### src/hdl/lps_pkg.sv
package lps_pkg;
	// register numbers
	localparam logic [7:0] LPS_REG_PENDING = 8'h00;
	localparam logic [7:0] LPS_REG_FATAL = 8'h20;
	localparam logic [7:0] LPS_REG_WARN = 8'h21;
	localparam logic [7:0] LPS_REG_SERVICE_MASK = 8'h28;
	localparam logic [7:0] LPS_REG_CHANNEL = 8'h30;
	localparam logic [7:0] LPS_REG_POWER = 8'h31;
	localparam logic [7:0] LPS_REG_MODCFG = 8'h33;
	// response status codes
	localparam logic [1:0] LPS_ST_OK = 2'h0;
	localparam logic [1:0] LPS_ST_EXEC_ERR = 2'h1;
	localparam logic [1:0] LPS_ST_PENDING = 2'h3;
	// error field codes
	localparam logic [3:0] LPS_ERR_OK = 4'h0;
	localparam logic [3:0] LPS_ERR_EXEC_FAIL = 4'h8;
	localparam logic [3:0] LPS_ERR_TRAFFIC_REFUSED = 4'h9;
	// pending slots: tune uses slot 2 (bit 10), power uses slot 1 (bit 9)
	localparam int LPS_PEND_BASE = 8;
	localparam int LPS_PEND_SLOTS = 8;
	localparam int LPS_SLOT_TUNE = 2;
	localparam int LPS_SLOT_POWER = 1;
	// bit positions
	localparam int LPS_BIT_EXEC_LATCH = 1;
	localparam int LPS_BIT_POWER_WARN = 7;
	localparam int LPS_BIT_ALARM_TUNE = 1;
	localparam logic [15:0] LPS_SERVICE_MASK_RST = 16'h0002;
	localparam logic [15:0] LPS_MODCFG_RST = 16'h0002;
	localparam logic [15:0] LPS_ZERO = 16'h0000;
	localparam int LPS_PEND_W = LPS_PEND_SLOTS;
	typedef enum logic [2:0] {
		LPS_IDLE = 3'b001,
		LPS_RESP = 3'b010,
		LPS_LOAD = 3'b100
	} lps_state_t;
endpackage

### src/hdl/lps_op_if.sv
`timescale 1ns/1ps
interface lps_op_if;
	logic [lps_pkg::LPS_PEND_W-1:0] start;
	logic [lps_pkg::LPS_PEND_W-1:0] done;
	logic [lps_pkg::LPS_PEND_W-1:0] fail;
	logic [lps_pkg::LPS_PEND_W-1:0] busy;
	logic [lps_pkg::LPS_PEND_W-1:0] end_ok;
	logic [lps_pkg::LPS_PEND_W-1:0] end_fail;
	modport tracker (input start, done, fail, output busy, end_ok, end_fail);
	modport ctrl (output start, done, fail, input busy, end_ok, end_fail);
endinterface

### src/hdl/lps_pend_track.sv
`timescale 1ns/1ps
module lps_pend_track
	import lps_pkg::*;
(
	input wire logic clk_i, // clock
	input wire logic sys_rst_i, // sync reset
	lps_op_if.tracker op // slot events
);
	logic [LPS_PEND_W-1:0] busy_r, busy_nxt;
	logic [LPS_PEND_W-1:0] ok_r, ok_nxt;
	logic [LPS_PEND_W-1:0] fl_r, fl_nxt;
	genvar g;
	generate
		for (g = 0; g < LPS_PEND_W; g++)
		begin : g_slot
			always_comb
			begin
				busy_nxt[g] = busy_r[g];
				ok_nxt[g] = 1'b0;
				fl_nxt[g] = 1'b0;
				if (busy_r[g] && (op.done[g] || op.fail[g]))
				begin
					busy_nxt[g] = 1'b0;
					ok_nxt[g] = op.done[g] && !op.fail[g];
					fl_nxt[g] = op.fail[g];
				end
				// a start in the ending cycle must not be lost
				if (op.start[g])
					busy_nxt[g] = 1'b1;
			end
		end
	endgenerate
	always_ff @(posedge clk_i)
	begin
		if (sys_rst_i)
		begin
			busy_r <= '0;
			ok_r <= '0;
			fl_r <= '0;
		end
		else
		begin
			busy_r <= busy_nxt;
			ok_r <= ok_nxt;
			fl_r <= fl_nxt;
		end
	end
	assign op.busy = busy_r;
	assign op.end_ok = ok_r;
	assign op.end_fail = fl_r;
	chk_pend_clears: assert property (@(posedge clk_i) disable iff (sys_rst_i)
		(busy_r[LPS_SLOT_TUNE] && op.fail[LPS_SLOT_TUNE])
		|=> fl_r[LPS_SLOT_TUNE]
		&& busy_r[LPS_SLOT_TUNE] == $past(op.start[LPS_SLOT_TUNE]))
		else $error("pending bit not cleared on failure");
endmodule

### src/hdl/lps_power_ctrl.sv
`timescale 1ns/1ps
module lps_power_ctrl
	import lps_pkg::*;
(
	input wire logic clk_i, // clock
	input wire logic sys_rst_i, // sync reset, active high
	input wire logic cmd_valid_i, // command packet strobe
	input wire logic cmd_write_i, // 1 write, 0 read
	input wire logic [7:0] cmd_addr_i, // register number
	input wire logic [15:0] cmd_data_i, // write data
	input wire logic [15:0] nv_power_i, // stored power default
	input wire logic nv_load_i, // load stored default pulse
	input wire logic signed [15:0] power_min_i, // lowest allowed power
	input wire logic signed [15:0] power_max_i, // highest allowed power
	input wire logic [15:0] power_thresh_i, // step warning threshold
	input wire logic needs_unlock_i, // power change would unlock
	input wire logic tune_done_i, // tune finished ok
	input wire logic tune_fail_i, // tune failed
	input wire logic power_settled_i, // power reached set point
	output logic rsp_valid_o, // response strobe
	output logic [1:0] rsp_status_o, // response status
	output logic [7:0] rsp_addr_o, // response register
	output logic [15:0] rsp_data_o, // response data
	output logic tune_start_o, // start tuning pulse
	output logic [15:0] channel_o, // channel value
	output logic signed [15:0] power_o, // power set point
	output logic service_request_line_n_o // service request, low active
);
	import lps_pkg::*;
	lps_op_if op();
	lps_pend_track u_track (
		.clk_i(clk_i),
		.sys_rst_i(sys_rst_i),
		.op(op)
	);
	lps_state_t state_r, state_nxt;
	logic [15:0] power_r, power_nxt;
	logic [15:0] chan_r, chan_nxt;
	logic [3:0] err_r, err_nxt;
	logic [15:0] fatal_r, fatal_nxt;
	logic [15:0] warn_r, warn_nxt;
	logic [15:0] svc_mask_r, svc_mask_nxt;
	logic [15:0] cfg_r, cfg_nxt;
	logic rv_r, rv_nxt;
	logic [1:0] rs_r, rs_nxt;
	logic [7:0] ra_r, ra_nxt;
	logic [15:0] rd_r, rd_nxt;
	logic ts_r, ts_nxt;
	logic svc_req_n_r, svc_req_n_nxt;
	logic pw_start;
	logic tu_start;
	logic [15:0] pend_word;
	logic signed [16:0] step;
	logic [16:0] step_abs;
	logic out_rng;

	assign pend_word = {op.busy, 4'h0, err_r};
	assign step = 17'(signed'(cmd_data_i)) - 17'(signed'(power_r));
	assign step_abs = step[16] ? 17'(-step) : 17'(step);
	assign out_rng = (signed'(cmd_data_i) < power_min_i) ||
		(signed'(cmd_data_i) > power_max_i);

	always_comb
	begin
		op.start = '0;
		op.done = '0;
		op.fail = '0;
		op.start[LPS_SLOT_TUNE] = tu_start;
		op.start[LPS_SLOT_POWER] = pw_start;
		op.done[LPS_SLOT_TUNE] = tune_done_i;
		op.fail[LPS_SLOT_TUNE] = tune_fail_i;
		op.done[LPS_SLOT_POWER] = power_settled_i;
	end

	always_comb
	begin
		state_nxt = LPS_IDLE;
		power_nxt = power_r;
		chan_nxt = chan_r;
		err_nxt = err_r;
		fatal_nxt = fatal_r;
		warn_nxt = warn_r;
		svc_mask_nxt = svc_mask_r;
		cfg_nxt = cfg_r;
		rv_nxt = 1'b0;
		rs_nxt = rs_r;
		ra_nxt = ra_r;
		rd_nxt = rd_r;
		ts_nxt = 1'b0;
		svc_req_n_nxt = svc_req_n_r;
		pw_start = 1'b0;
		tu_start = 1'b0;
		case (state_r)
			LPS_LOAD:
			begin
				power_nxt = nv_power_i;
			end
			LPS_IDLE, LPS_RESP:
			begin
				if (nv_load_i)
					power_nxt = nv_power_i;
				if (cmd_valid_i)
				begin
					state_nxt = LPS_RESP;
					rv_nxt = 1'b1;
					ra_nxt = cmd_addr_i;
					rs_nxt = LPS_ST_OK;
					rd_nxt = cmd_data_i;
					if (!cmd_write_i)
					begin
						case (cmd_addr_i)
							LPS_REG_PENDING: rd_nxt = pend_word;
							LPS_REG_FATAL: rd_nxt = fatal_r;
							LPS_REG_WARN: rd_nxt = warn_r;
							LPS_REG_SERVICE_MASK: rd_nxt = svc_mask_r;
							LPS_REG_CHANNEL: rd_nxt = chan_r;
							LPS_REG_POWER: rd_nxt = power_r;
							LPS_REG_MODCFG: rd_nxt = cfg_r;
							default:
							begin
								rs_nxt = LPS_ST_EXEC_ERR;
								rd_nxt = LPS_ZERO;
							end
						endcase
					end
					else
					begin
						case (cmd_addr_i)
							LPS_REG_CHANNEL:
							begin
								chan_nxt = cmd_data_i;
								ts_nxt = 1'b1;
								tu_start = 1'b1;
								rs_nxt = LPS_ST_PENDING;
								rd_nxt = 16'(1 << (LPS_PEND_BASE + LPS_SLOT_TUNE));
							end
							LPS_REG_POWER:
							begin
								if (out_rng)
								begin
									rs_nxt = LPS_ST_EXEC_ERR;
									rd_nxt = LPS_ZERO;
									err_nxt = LPS_ERR_EXEC_FAIL;
								end
								else if (needs_unlock_i)
								begin
									rs_nxt = LPS_ST_EXEC_ERR;
									rd_nxt = LPS_ZERO;
									err_nxt = LPS_ERR_TRAFFIC_REFUSED;
								end
								else
								begin
									power_nxt = cmd_data_i;
									pw_start = 1'b1;
									if (step_abs > {1'b0, power_thresh_i})
										warn_nxt[LPS_BIT_POWER_WARN] = 1'b1;
								end
							end
							LPS_REG_SERVICE_MASK: svc_mask_nxt = cmd_data_i;
							LPS_REG_MODCFG: cfg_nxt = cmd_data_i;
							LPS_REG_FATAL: fatal_nxt = fatal_r & ~cmd_data_i;
							LPS_REG_WARN: warn_nxt = warn_nxt & ~cmd_data_i;
							default:
							begin
								rs_nxt = LPS_ST_EXEC_ERR;
								rd_nxt = LPS_ZERO;
								err_nxt = LPS_ERR_EXEC_FAIL;
							end
						endcase
					end
				end
			end
			default: state_nxt = LPS_IDLE;
		endcase
		// with alarm-during-tune, warning ends at settle
		// a new power write in that cycle keeps its own warning
		if (cfg_r[LPS_BIT_ALARM_TUNE] && op.end_ok[LPS_SLOT_POWER]
			&& !pw_start)
			warn_nxt[LPS_BIT_POWER_WARN] = 1'b0;
		if (op.end_fail[LPS_SLOT_TUNE])
		begin
			err_nxt = LPS_ERR_EXEC_FAIL;
			// latch in fatal and warning; set wins
			fatal_nxt[LPS_BIT_EXEC_LATCH] = 1'b1;
			warn_nxt[LPS_BIT_EXEC_LATCH] = 1'b1;
			if (svc_mask_r[LPS_BIT_EXEC_LATCH])
				svc_req_n_nxt = 1'b0;
		end
		else if (!fatal_r[LPS_BIT_EXEC_LATCH])
			svc_req_n_nxt = 1'b1;
	end

	always_ff @(posedge clk_i)
	begin
		if (sys_rst_i)
		begin
			state_r <= LPS_LOAD;
			power_r <= LPS_ZERO;
			chan_r <= LPS_ZERO;
			err_r <= LPS_ERR_OK;
			fatal_r <= LPS_ZERO;
			warn_r <= LPS_ZERO;
			svc_mask_r <= LPS_SERVICE_MASK_RST;
			cfg_r <= LPS_MODCFG_RST;
			rv_r <= 1'b0;
			rs_r <= LPS_ST_OK;
			ra_r <= 8'h00;
			rd_r <= LPS_ZERO;
			ts_r <= 1'b0;
			svc_req_n_r <= 1'b1;
		end
		else
		begin
			state_r <= state_nxt;
			power_r <= power_nxt;
			chan_r <= chan_nxt;
			err_r <= err_nxt;
			fatal_r <= fatal_nxt;
			warn_r <= warn_nxt;
			svc_mask_r <= svc_mask_nxt;
			cfg_r <= cfg_nxt;
			rv_r <= rv_nxt;
			rs_r <= rs_nxt;
			ra_r <= ra_nxt;
			rd_r <= rd_nxt;
			ts_r <= ts_nxt;
			svc_req_n_r <= svc_req_n_nxt;
		end
	end

	assign rsp_valid_o = rv_r;
	assign rsp_status_o = rs_r;
	assign rsp_addr_o = ra_r;
	assign rsp_data_o = rd_r;
	assign tune_start_o = ts_r;
	assign channel_o = chan_r;
	assign power_o = power_r;
	assign service_request_line_n_o = svc_req_n_r;

	chk_tune_pending: assert property (@(posedge clk_i) disable iff (sys_rst_i)
		(state_r != LPS_LOAD && cmd_valid_i && cmd_write_i
		&& cmd_addr_i == LPS_REG_CHANNEL)
		|=> rsp_valid_o && rsp_status_o == LPS_ST_PENDING
		&& rsp_data_o == 16'h0400 && op.busy[LPS_SLOT_TUNE])
		else $error("channel write did not pend on slot bit 10");
	chk_svc_req_fail: assert property (@(posedge clk_i) disable iff (sys_rst_i)
		(op.end_fail[LPS_SLOT_TUNE] && svc_mask_r[LPS_BIT_EXEC_LATCH])
		|=> !service_request_line_n_o)
		else $error("service request not raised on failure");
	chk_fail_code: assert property (@(posedge clk_i) disable iff (sys_rst_i)
		op.end_fail[LPS_SLOT_TUNE] |=> err_r == LPS_ERR_EXEC_FAIL)
		else $error("failure code not stored");
	chk_range_err: assert property (@(posedge clk_i) disable iff (sys_rst_i)
		(state_r != LPS_LOAD && cmd_valid_i && cmd_write_i && !nv_load_i
		&& cmd_addr_i == LPS_REG_POWER && out_rng)
		|=> rsp_status_o == LPS_ST_EXEC_ERR && power_o == $past(power_o))
		else $error("out of range power accepted");
	chk_unlock_ref: assert property (@(posedge clk_i) disable iff (sys_rst_i)
		(state_r != LPS_LOAD && cmd_valid_i && cmd_write_i
		&& cmd_addr_i == LPS_REG_POWER && !out_rng && needs_unlock_i)
		|=> rsp_status_o == LPS_ST_EXEC_ERR
		&& err_r == LPS_ERR_TRAFFIC_REFUSED)
		else $error("unlocking power write not refused");
	chk_power_echo: assert property (@(posedge clk_i) disable iff (sys_rst_i)
		(state_r != LPS_LOAD && cmd_valid_i && cmd_write_i
		&& cmd_addr_i == LPS_REG_POWER && !out_rng && !needs_unlock_i)
		|=> rsp_status_o == LPS_ST_OK && rsp_data_o == $past(cmd_data_i)
		&& op.busy[LPS_SLOT_POWER])
		else $error("power write not echoed or not pending");
	chk_power_read: assert property (@(posedge clk_i) disable iff (sys_rst_i)
		(state_r != LPS_LOAD && cmd_valid_i && !cmd_write_i
		&& cmd_addr_i == LPS_REG_POWER)
		|=> rsp_status_o == LPS_ST_OK && rsp_data_o == $past(power_r))
		else $error("power read wrong");
	chk_latch_both: assert property (@(posedge clk_i) disable iff (sys_rst_i)
		op.end_fail[LPS_SLOT_TUNE]
		|=> fatal_r[LPS_BIT_EXEC_LATCH] && warn_r[LPS_BIT_EXEC_LATCH])
		else $error("latch missing in fatal or warning");
endmodule
### config.mk
export PLATFORM = sky130hd
export DESIGN_NAME = lps_power_ctrl
export DESIGN_NICKNAME = d
export VERILOG_FILES = /design/src/hdl/lps_pkg.sv /design/src/hdl/lps_op_if.sv /design/src/hdl/lps_pend_track.sv /design/src/hdl/lps_power_ctrl.sv
export SDC_FILE = /design/constraint.sdc
export NUM_CORES = 1
export LEC_CHECK = 0
export ABC_CLOCK_PERIOD_IN_PS = 12500
export BUFFER_PORTS_ARGS = -buffer_cell sky130_fd_sc_hd__buf_2
export CORE_MARGIN = 2
export CORE_UTILIZATION = 41
export DETAILED_ROUTE_END_ITERATION = 8
export PLACE_DENSITY = 0.71
export SLEW_MARGIN = 20
export SYNTH_ARGS = -nofsm -noshare
export SYNTH_HDL_FRONTEND = slang
export SYNTH_HIERARCHICAL = 1
export SYNTH_SLANG_ARGS = --single-unit
### constraint.sdc
create_clock -name clk_i -period 12.5 [get_ports clk_i]
set_clock_uncertainty 0.1 [all_clocks]
set_input_delay 1.875 -clock clk_i [delete_from_list [all_inputs] [get_ports clk_i]]
set_output_delay 1.875 -clock clk_i [all_outputs]
set_load 0.03 [all_outputs]
==> out/metrics.yaml, run 1 <==
gr-total-overflow: 0
cts_root_buffer: "clkbuf_16"
worstMarginPinSlew_ps: 1110
drtPass1Iterations: 5
cts_sinks: 139
via_per_inst: 5.67
grt_pass1_vias: 7987
setup_tns_ps: 0
multiInputGateArea_sq_mm: 0.00527
cp-start-kind: "input pin"
cts_resized: 0
coreArea_sq_mm: 0.0203
min_from: "warn_r[0]$_SDFFE_PP0P_"
rr_startpoint: "power_o[0]$_SDFFE_PP0P_"
via_count: 8571
io_buffers: 157
fin_crit_ps: 6520
grt_pass1_wl_um: 42500
place_congestion: 0.928
diodes: 0
netlist_area_sq_mm: 0.00851
startpoint: "cmd_data_i[0]"
finalCritPeriodShare_pct: 52.1
reg2regPathDepth: 19
crit_fanout: 8
finalNetCount: 1391
power_leakage_uw: 0.00438
die_h_um: 148
cts_max_path_buffers: 2
htreeDepth: 4
syn2layout_area_growth_pct: 19.2
drt-initial-drc-count: 636
ant_nets: 0
drive_gt1_share_pct: 19.2
yosysWarnings: 6
min_path_cells: 2
synth.avg_cell_area_sq_um: 7.88
grtUsageTotal_pct: 24.9
power_density_mw_per_mm2: 125
irDropWorstVdd_mv: 0.0908
status: "finished clean"
routedWlPerCell_um: 18.2
dp_hpwl_um: 20000
relSlewSlack_pct: 25.8
finalHoldViolations: 0
syn_inst: 1080
seq_area_sq_mm: 0.00278
start_util_pct: 41.9
dieArea_sq_mm: 0.0219
crit_path_end_kind: "register"
cp_data_required_time_ps: 12740
finalSetupViolations: 0
cts_hold_buf: 0
grt_start_max_net_pins: 62
utilization_pct: 50.0
clock_latency_ps: 430
die_x_um: 148
ios: 158
drc: 0
rsz0062_at_grt: "no"
rows: 52
crit_arrival_ps: 6760
cts_tree: "done"
drt_wl_total_um: 27600
cts_buffers: 17
grt_antenna_before_repair: 0
setup.worst_path.class: "input pin to register"
final.fill_count: 2061
maxCapViolCount: 0
cts_setup_buffers: 0
fmax_mhz: 153
cts.reportedPaths.clkPinSlew_ps: 60
drv_slew: 0
hold_class: "register to register"
[worst max-delay path, stage by stage]
cell and delay (ps):
buf_2 220, inv_1 130, ha_1 240, fa_1 400, nor2b_1 250, o21a_1 170
o21a_1 130, o22ai_1 110, or2_2 310, nor3_1 510, a21oi_1 150, xor2_1 180
ha_1 300, nand4_1 150, or3_1 420, o32a_1 350, a21o_1 180, o311ai_1 150
o41ai_2 170, and4_1 240, o32ai_2 110
[registers in the layout (all words and copies together) (netlist names), 8 cells and up]
| register | count |
|---|---|
| power_o | 16 |
| rsp_addr_o | 8 |
| fatal_r | 16 |
| warn_r | 16 |
| u_track/op.busy | 8 |
| svc_mask_r | 16 |
| channel_o | 16 |
| rsp_data_o | 16 |
| cfg_r | 16 |
[layout make-up]
class	count	share of cell area, %
well taps	270	3.33
clock buffers	20	4.50
repair buffers	169	8.64
inverters	80	2.96
multi-input cells	822	51.9
clock inverters	12	1.21
flip-flops and latches	139	27.4
[metal layers]
layer / global-route usage [%] / wire length (um) / part of all wire (%)
met1: 32.7 / 11600 / 42
met2: 40.3 / 12900 / 47
met3: 5.12 / 2350 / 8.5
met4: 9.76 / 766 / 2.8
met5: 0 / 0 / 0
[metrics by stage]
step | area (sq um) | worst slack, ps | power [uW] | instances | hold WS (ps)
after floorplan | 8580 | 6210 | 689 | 1099 | 312
after CTS | 10100 | 6080 | 1270 | 1512 | 339
final | 10100 | 5980 | 1270 | 1512 | 340
after global routing | 10100 | 5620 | 1330 | 1512 | 362
after global placement | 9560 | 5780 | 769 | 1480 | 320
after detailed placement | 9560 | 5660 | 775 | 1480 | 330
[placed cells by master (no fill, tap or decap), types with 13 or more instances in the layout]
cell,count
a31oi_1,14
nor2_1,76
a211oi_1,22
conb_1,20
a21oi_1,105
nor3_1,18
inv_1,78
ha_1,64
xnor2_1,13
buf_2,157
clkbuf_16,17
a22oi_1,39
and3_1,33
o21ai_0,36
nand2_1,186
nand3_1,13
dfxtp_1,139
[where the power goes]
part | internal [uW] | switching, uW | leakage (uW) | total (uW)
Combinational | 121 | 188 | 0.00297 | 309
Sequential | 452 | 9.17 | 0.00113 | 461
Clock | 302 | 194 | 0.000285 | 496
[path summary, 6_finish.rpt]
check                                              end  slack [ps]
worst min register to register  warn_r[0]$_SDFFE_PP0P_         340
worst max register to register  warn_r[7]$_SDFFE_PP0P_        7410
worst min-delay path            warn_r[0]$_SDFFE_PP0P_         340
worst max-delay path            warn_r[7]$_SDFFE_PP0P_        5980
(Power assumes the default switching activity.)
==> inputs of run 2 (changes only) <==
- ABC_CLOCK_PERIOD_IN_PS: 12500 -> 5500
- PLACE_DENSITY: 0.71 -> 0.73
- clock period: 12.5 -> 5.5 ns (I/O delays scaled with it)
==> out/metrics.yaml, run 2 (synthesis gave the netlist of run 1 again) <==
ios: 158  # unchanged
layout_common_cells: "186 x nand2_1, 157 x buf_2, 139 x dfxtp_1, 105 x a21oi_1, 78 x inv_1"
finalHoldViolations: 0  # unchanged
cts.reportedPaths.clkPinSlew_ps: 60  # about the same
drv_slew: 0  # unchanged
finalNetCount: 1407  # +1.2%
cts_buffers: 17  # unchanged
finalPower_uw: 3000  # +140%
p_seq_share_pct: 34.9  # -1.5 points
grt_start_max_net_pins: 76  # +23%
dpl-instance-area_sq_mm: 0.00968  # +1.3%
final.fill_count: 2014  # -2.3%
hold_class: "register to register"
cp-start-kind: "input pin"
path_cells: "buf_2 -> inv_1 -> ha_1 -> fa_1 -> nor2b_1 -> o21a_1 -> o21a_1 -> o22ai_1 -> or4_4 -> o41ai_1 -> xnor2_1 -> ha_1 -> nand4_1 -> or3_1 -> o32a_1 -> a21o_1 -> o311ai_1 -> o41ai_2 -> and4_1 -> o32ai_2"
via_count: 8820  # +2.9%
worstMarginPinSlew_ps: 1060  # -54.2 ps
finalSetupViolations: 0  # unchanged
drtPass1Iterations: 6  # +1
rr_startpoint: "power_o[0]$_SDFFE_PP0P_"
r2r_slack_ps: 570  # -6840 ps
power_switching_uw: 892  # +130%
grt_pass1_vias: 8239  # +3.2%
timing.critical_path.to: "warn_r[7]$_SDFFE_PP0P_"
routedWlPerCell_um: 18.4  # +1.1%
seq_area_sq_mm: 0.00278  # unchanged
slowest_delay_ps: 590  # +80 ps
gr-total-overflow: 0  # unchanged
via_per_inst: 5.77  # +1.8%
multiInputGateArea_sq_mm: 0.00527  # unchanged
reg2regPathDepth: 18  # -1
grt_antenna_before_repair: 1  # +1
p_comb_share_pct: 23.9  # -0.5 points
cp_data_required_time_ps: 5730  # -7010 ps
hold_ws_ps: 347  # +6.43 ps
p_clk_share_pct: 41.2  # +2.0 points
drt_wl_total_um: 28200  # +2.2%
dieArea_sq_mm: 0.0219  # unchanged
cts_resized: 0  # unchanged
coreArea_sq_mm: 0.0203  # unchanged
crit_fanout: 5  # -3
clock_latency_ps: 420  # about the same
mostFrequentLayoutCell: "nand2_1"
cts_max_path_buffers: 2  # unchanged
place_congestion: 0.917  # -1.2%
finalCritPeriodShare_pct: 92.9
die_h_um: 148  # unchanged
setup.worst_path.class: "input pin to register"
relSlewSlack_pct: 29.0  # +3.2 points
rows: 52  # unchanged
crit_path_end_kind: "register"
status: "finished clean"
power_leakage_uw: 0.00447  # +2.1%
syn2layout_area_growth_pct: 21.3
power_density_mw_per_mm2: 291  # +130%
start_util_pct: 41.9  # unchanged
fin_area_sq_mm: 0.0103  # +1.8%
irDropWorstVdd_mv: 0.191  # +110%
dp_hpwl_um: 20700  # +3.8%
r2r_end: "warn_r[7]$_SDFFE_PP0P_"
cts_hold_buf: 0  # unchanged
grt_pass1_wl_um: 43500  # +2.3%
grtUsageTotal_pct: 25.3  # +0.39 points
critPathSlowestCell: "or4_4"
cts_root_buffer: "clkbuf_16"
cts_sinks: 139  # unchanged
cts_setup_buffers: 0  # unchanged
drt-initial-drc-count: 855  # +34%
drive_gt1_share_pct: 20.2  # +0.95 points
crit_arrival_ps: 5340  # -1420 ps
htreeDepth: 4  # unchanged
die_x_um: 148  # unchanged
internal-power_uw: 2110  # +140%
startpoint: "cmd_data_i[0]"
switching_share_pct: 29.7  # -1.2 points
ant_nets: 0  # unchanged
io_buffers: 157  # unchanged
rsz0062_at_grt: "no"
utilization_pct: 50.9  # +0.89 points
setup_tns_ps: 0  # unchanged
drc: 0  # unchanged
cts_tree: "done"
fmax_mhz: 196
fin_crit_ps: 5110
maxCapViolCount: 0  # unchanged
## run 2: how the worst min path moves through the flow
stage / from / end / depth (start not counted)
finish: rsp_status_o[1]$_SDFFE_PP0P_ / rsp_status_o[1]$_SDFFE_PP0P_ / 1
global route: rsp_addr_o[4]$_SDFFE_PP0P_ / rsp_addr_o[4]$_SDFFE_PP0P_ / 2
CTS: warn_r[0]$_SDFFE_PP0P_ / warn_r[0]$_SDFFE_PP0P_ / 2
detailed placement: warn_r[0]$_SDFFE_PP0P_ / warn_r[0]$_SDFFE_PP0P_ / 2
global placement: warn_r[0]$_SDFFE_PP0P_ / warn_r[0]$_SDFFE_PP0P_ / 2
floorplan: warn_r[0]$_SDFFE_PP0P_ / warn_r[0]$_SDFFE_PP0P_ / 2
## run 2: power groups by stage
stage / sequential, uW / clock [uW] / combinational (uW)
after CTS: 1050 / 1240 / 715
after floorplan: 1090 / 0 / 471
after detailed placement: 1070 / 0 / 710
final: 1050 / 1240 / 719
after global routing: 1050 / 1280 / 799
after global placement: 1070 / 0 / 696
## run 2: area by class of cell
type                    count  share of cell area [%]
clock inverters            10                    1.59
clock buffers              22                    4.59
multi-input cells         822                    51.0
inverters                  80                    2.91
repair buffers            185                    9.65
flip-flops and latches    139                    27.0
well taps                 270                    3.27
diodes                      1                  0.0242
## run 2: metrics by stage
stage / worst slack, ps / cells
finish: 393 / 1529
global placement: 115 / 1496
CTS: 434 / 1528
detailed placement: 13.3 / 1496
global route: 128 / 1528
floorplan: 263 / 1099
## run 2: per-layer routing
metal  up-vias  global-route usage (%)  routed length, um
li1       4179                       -                  -
met4         0                    10.4                973
met2       419                    41.1              12900
met3        77                    4.48               2450
met1      4145                    33.3              11900
met5         -                       0                  0
## run 2: worst max-delay path, delay by kind of cell
family	cells	cell delay [ps]
simple gates	5	1630
compound gates	9	1680
xor+xnor	1	110
buf+inv	2	160
fa+ha+maj	3	930
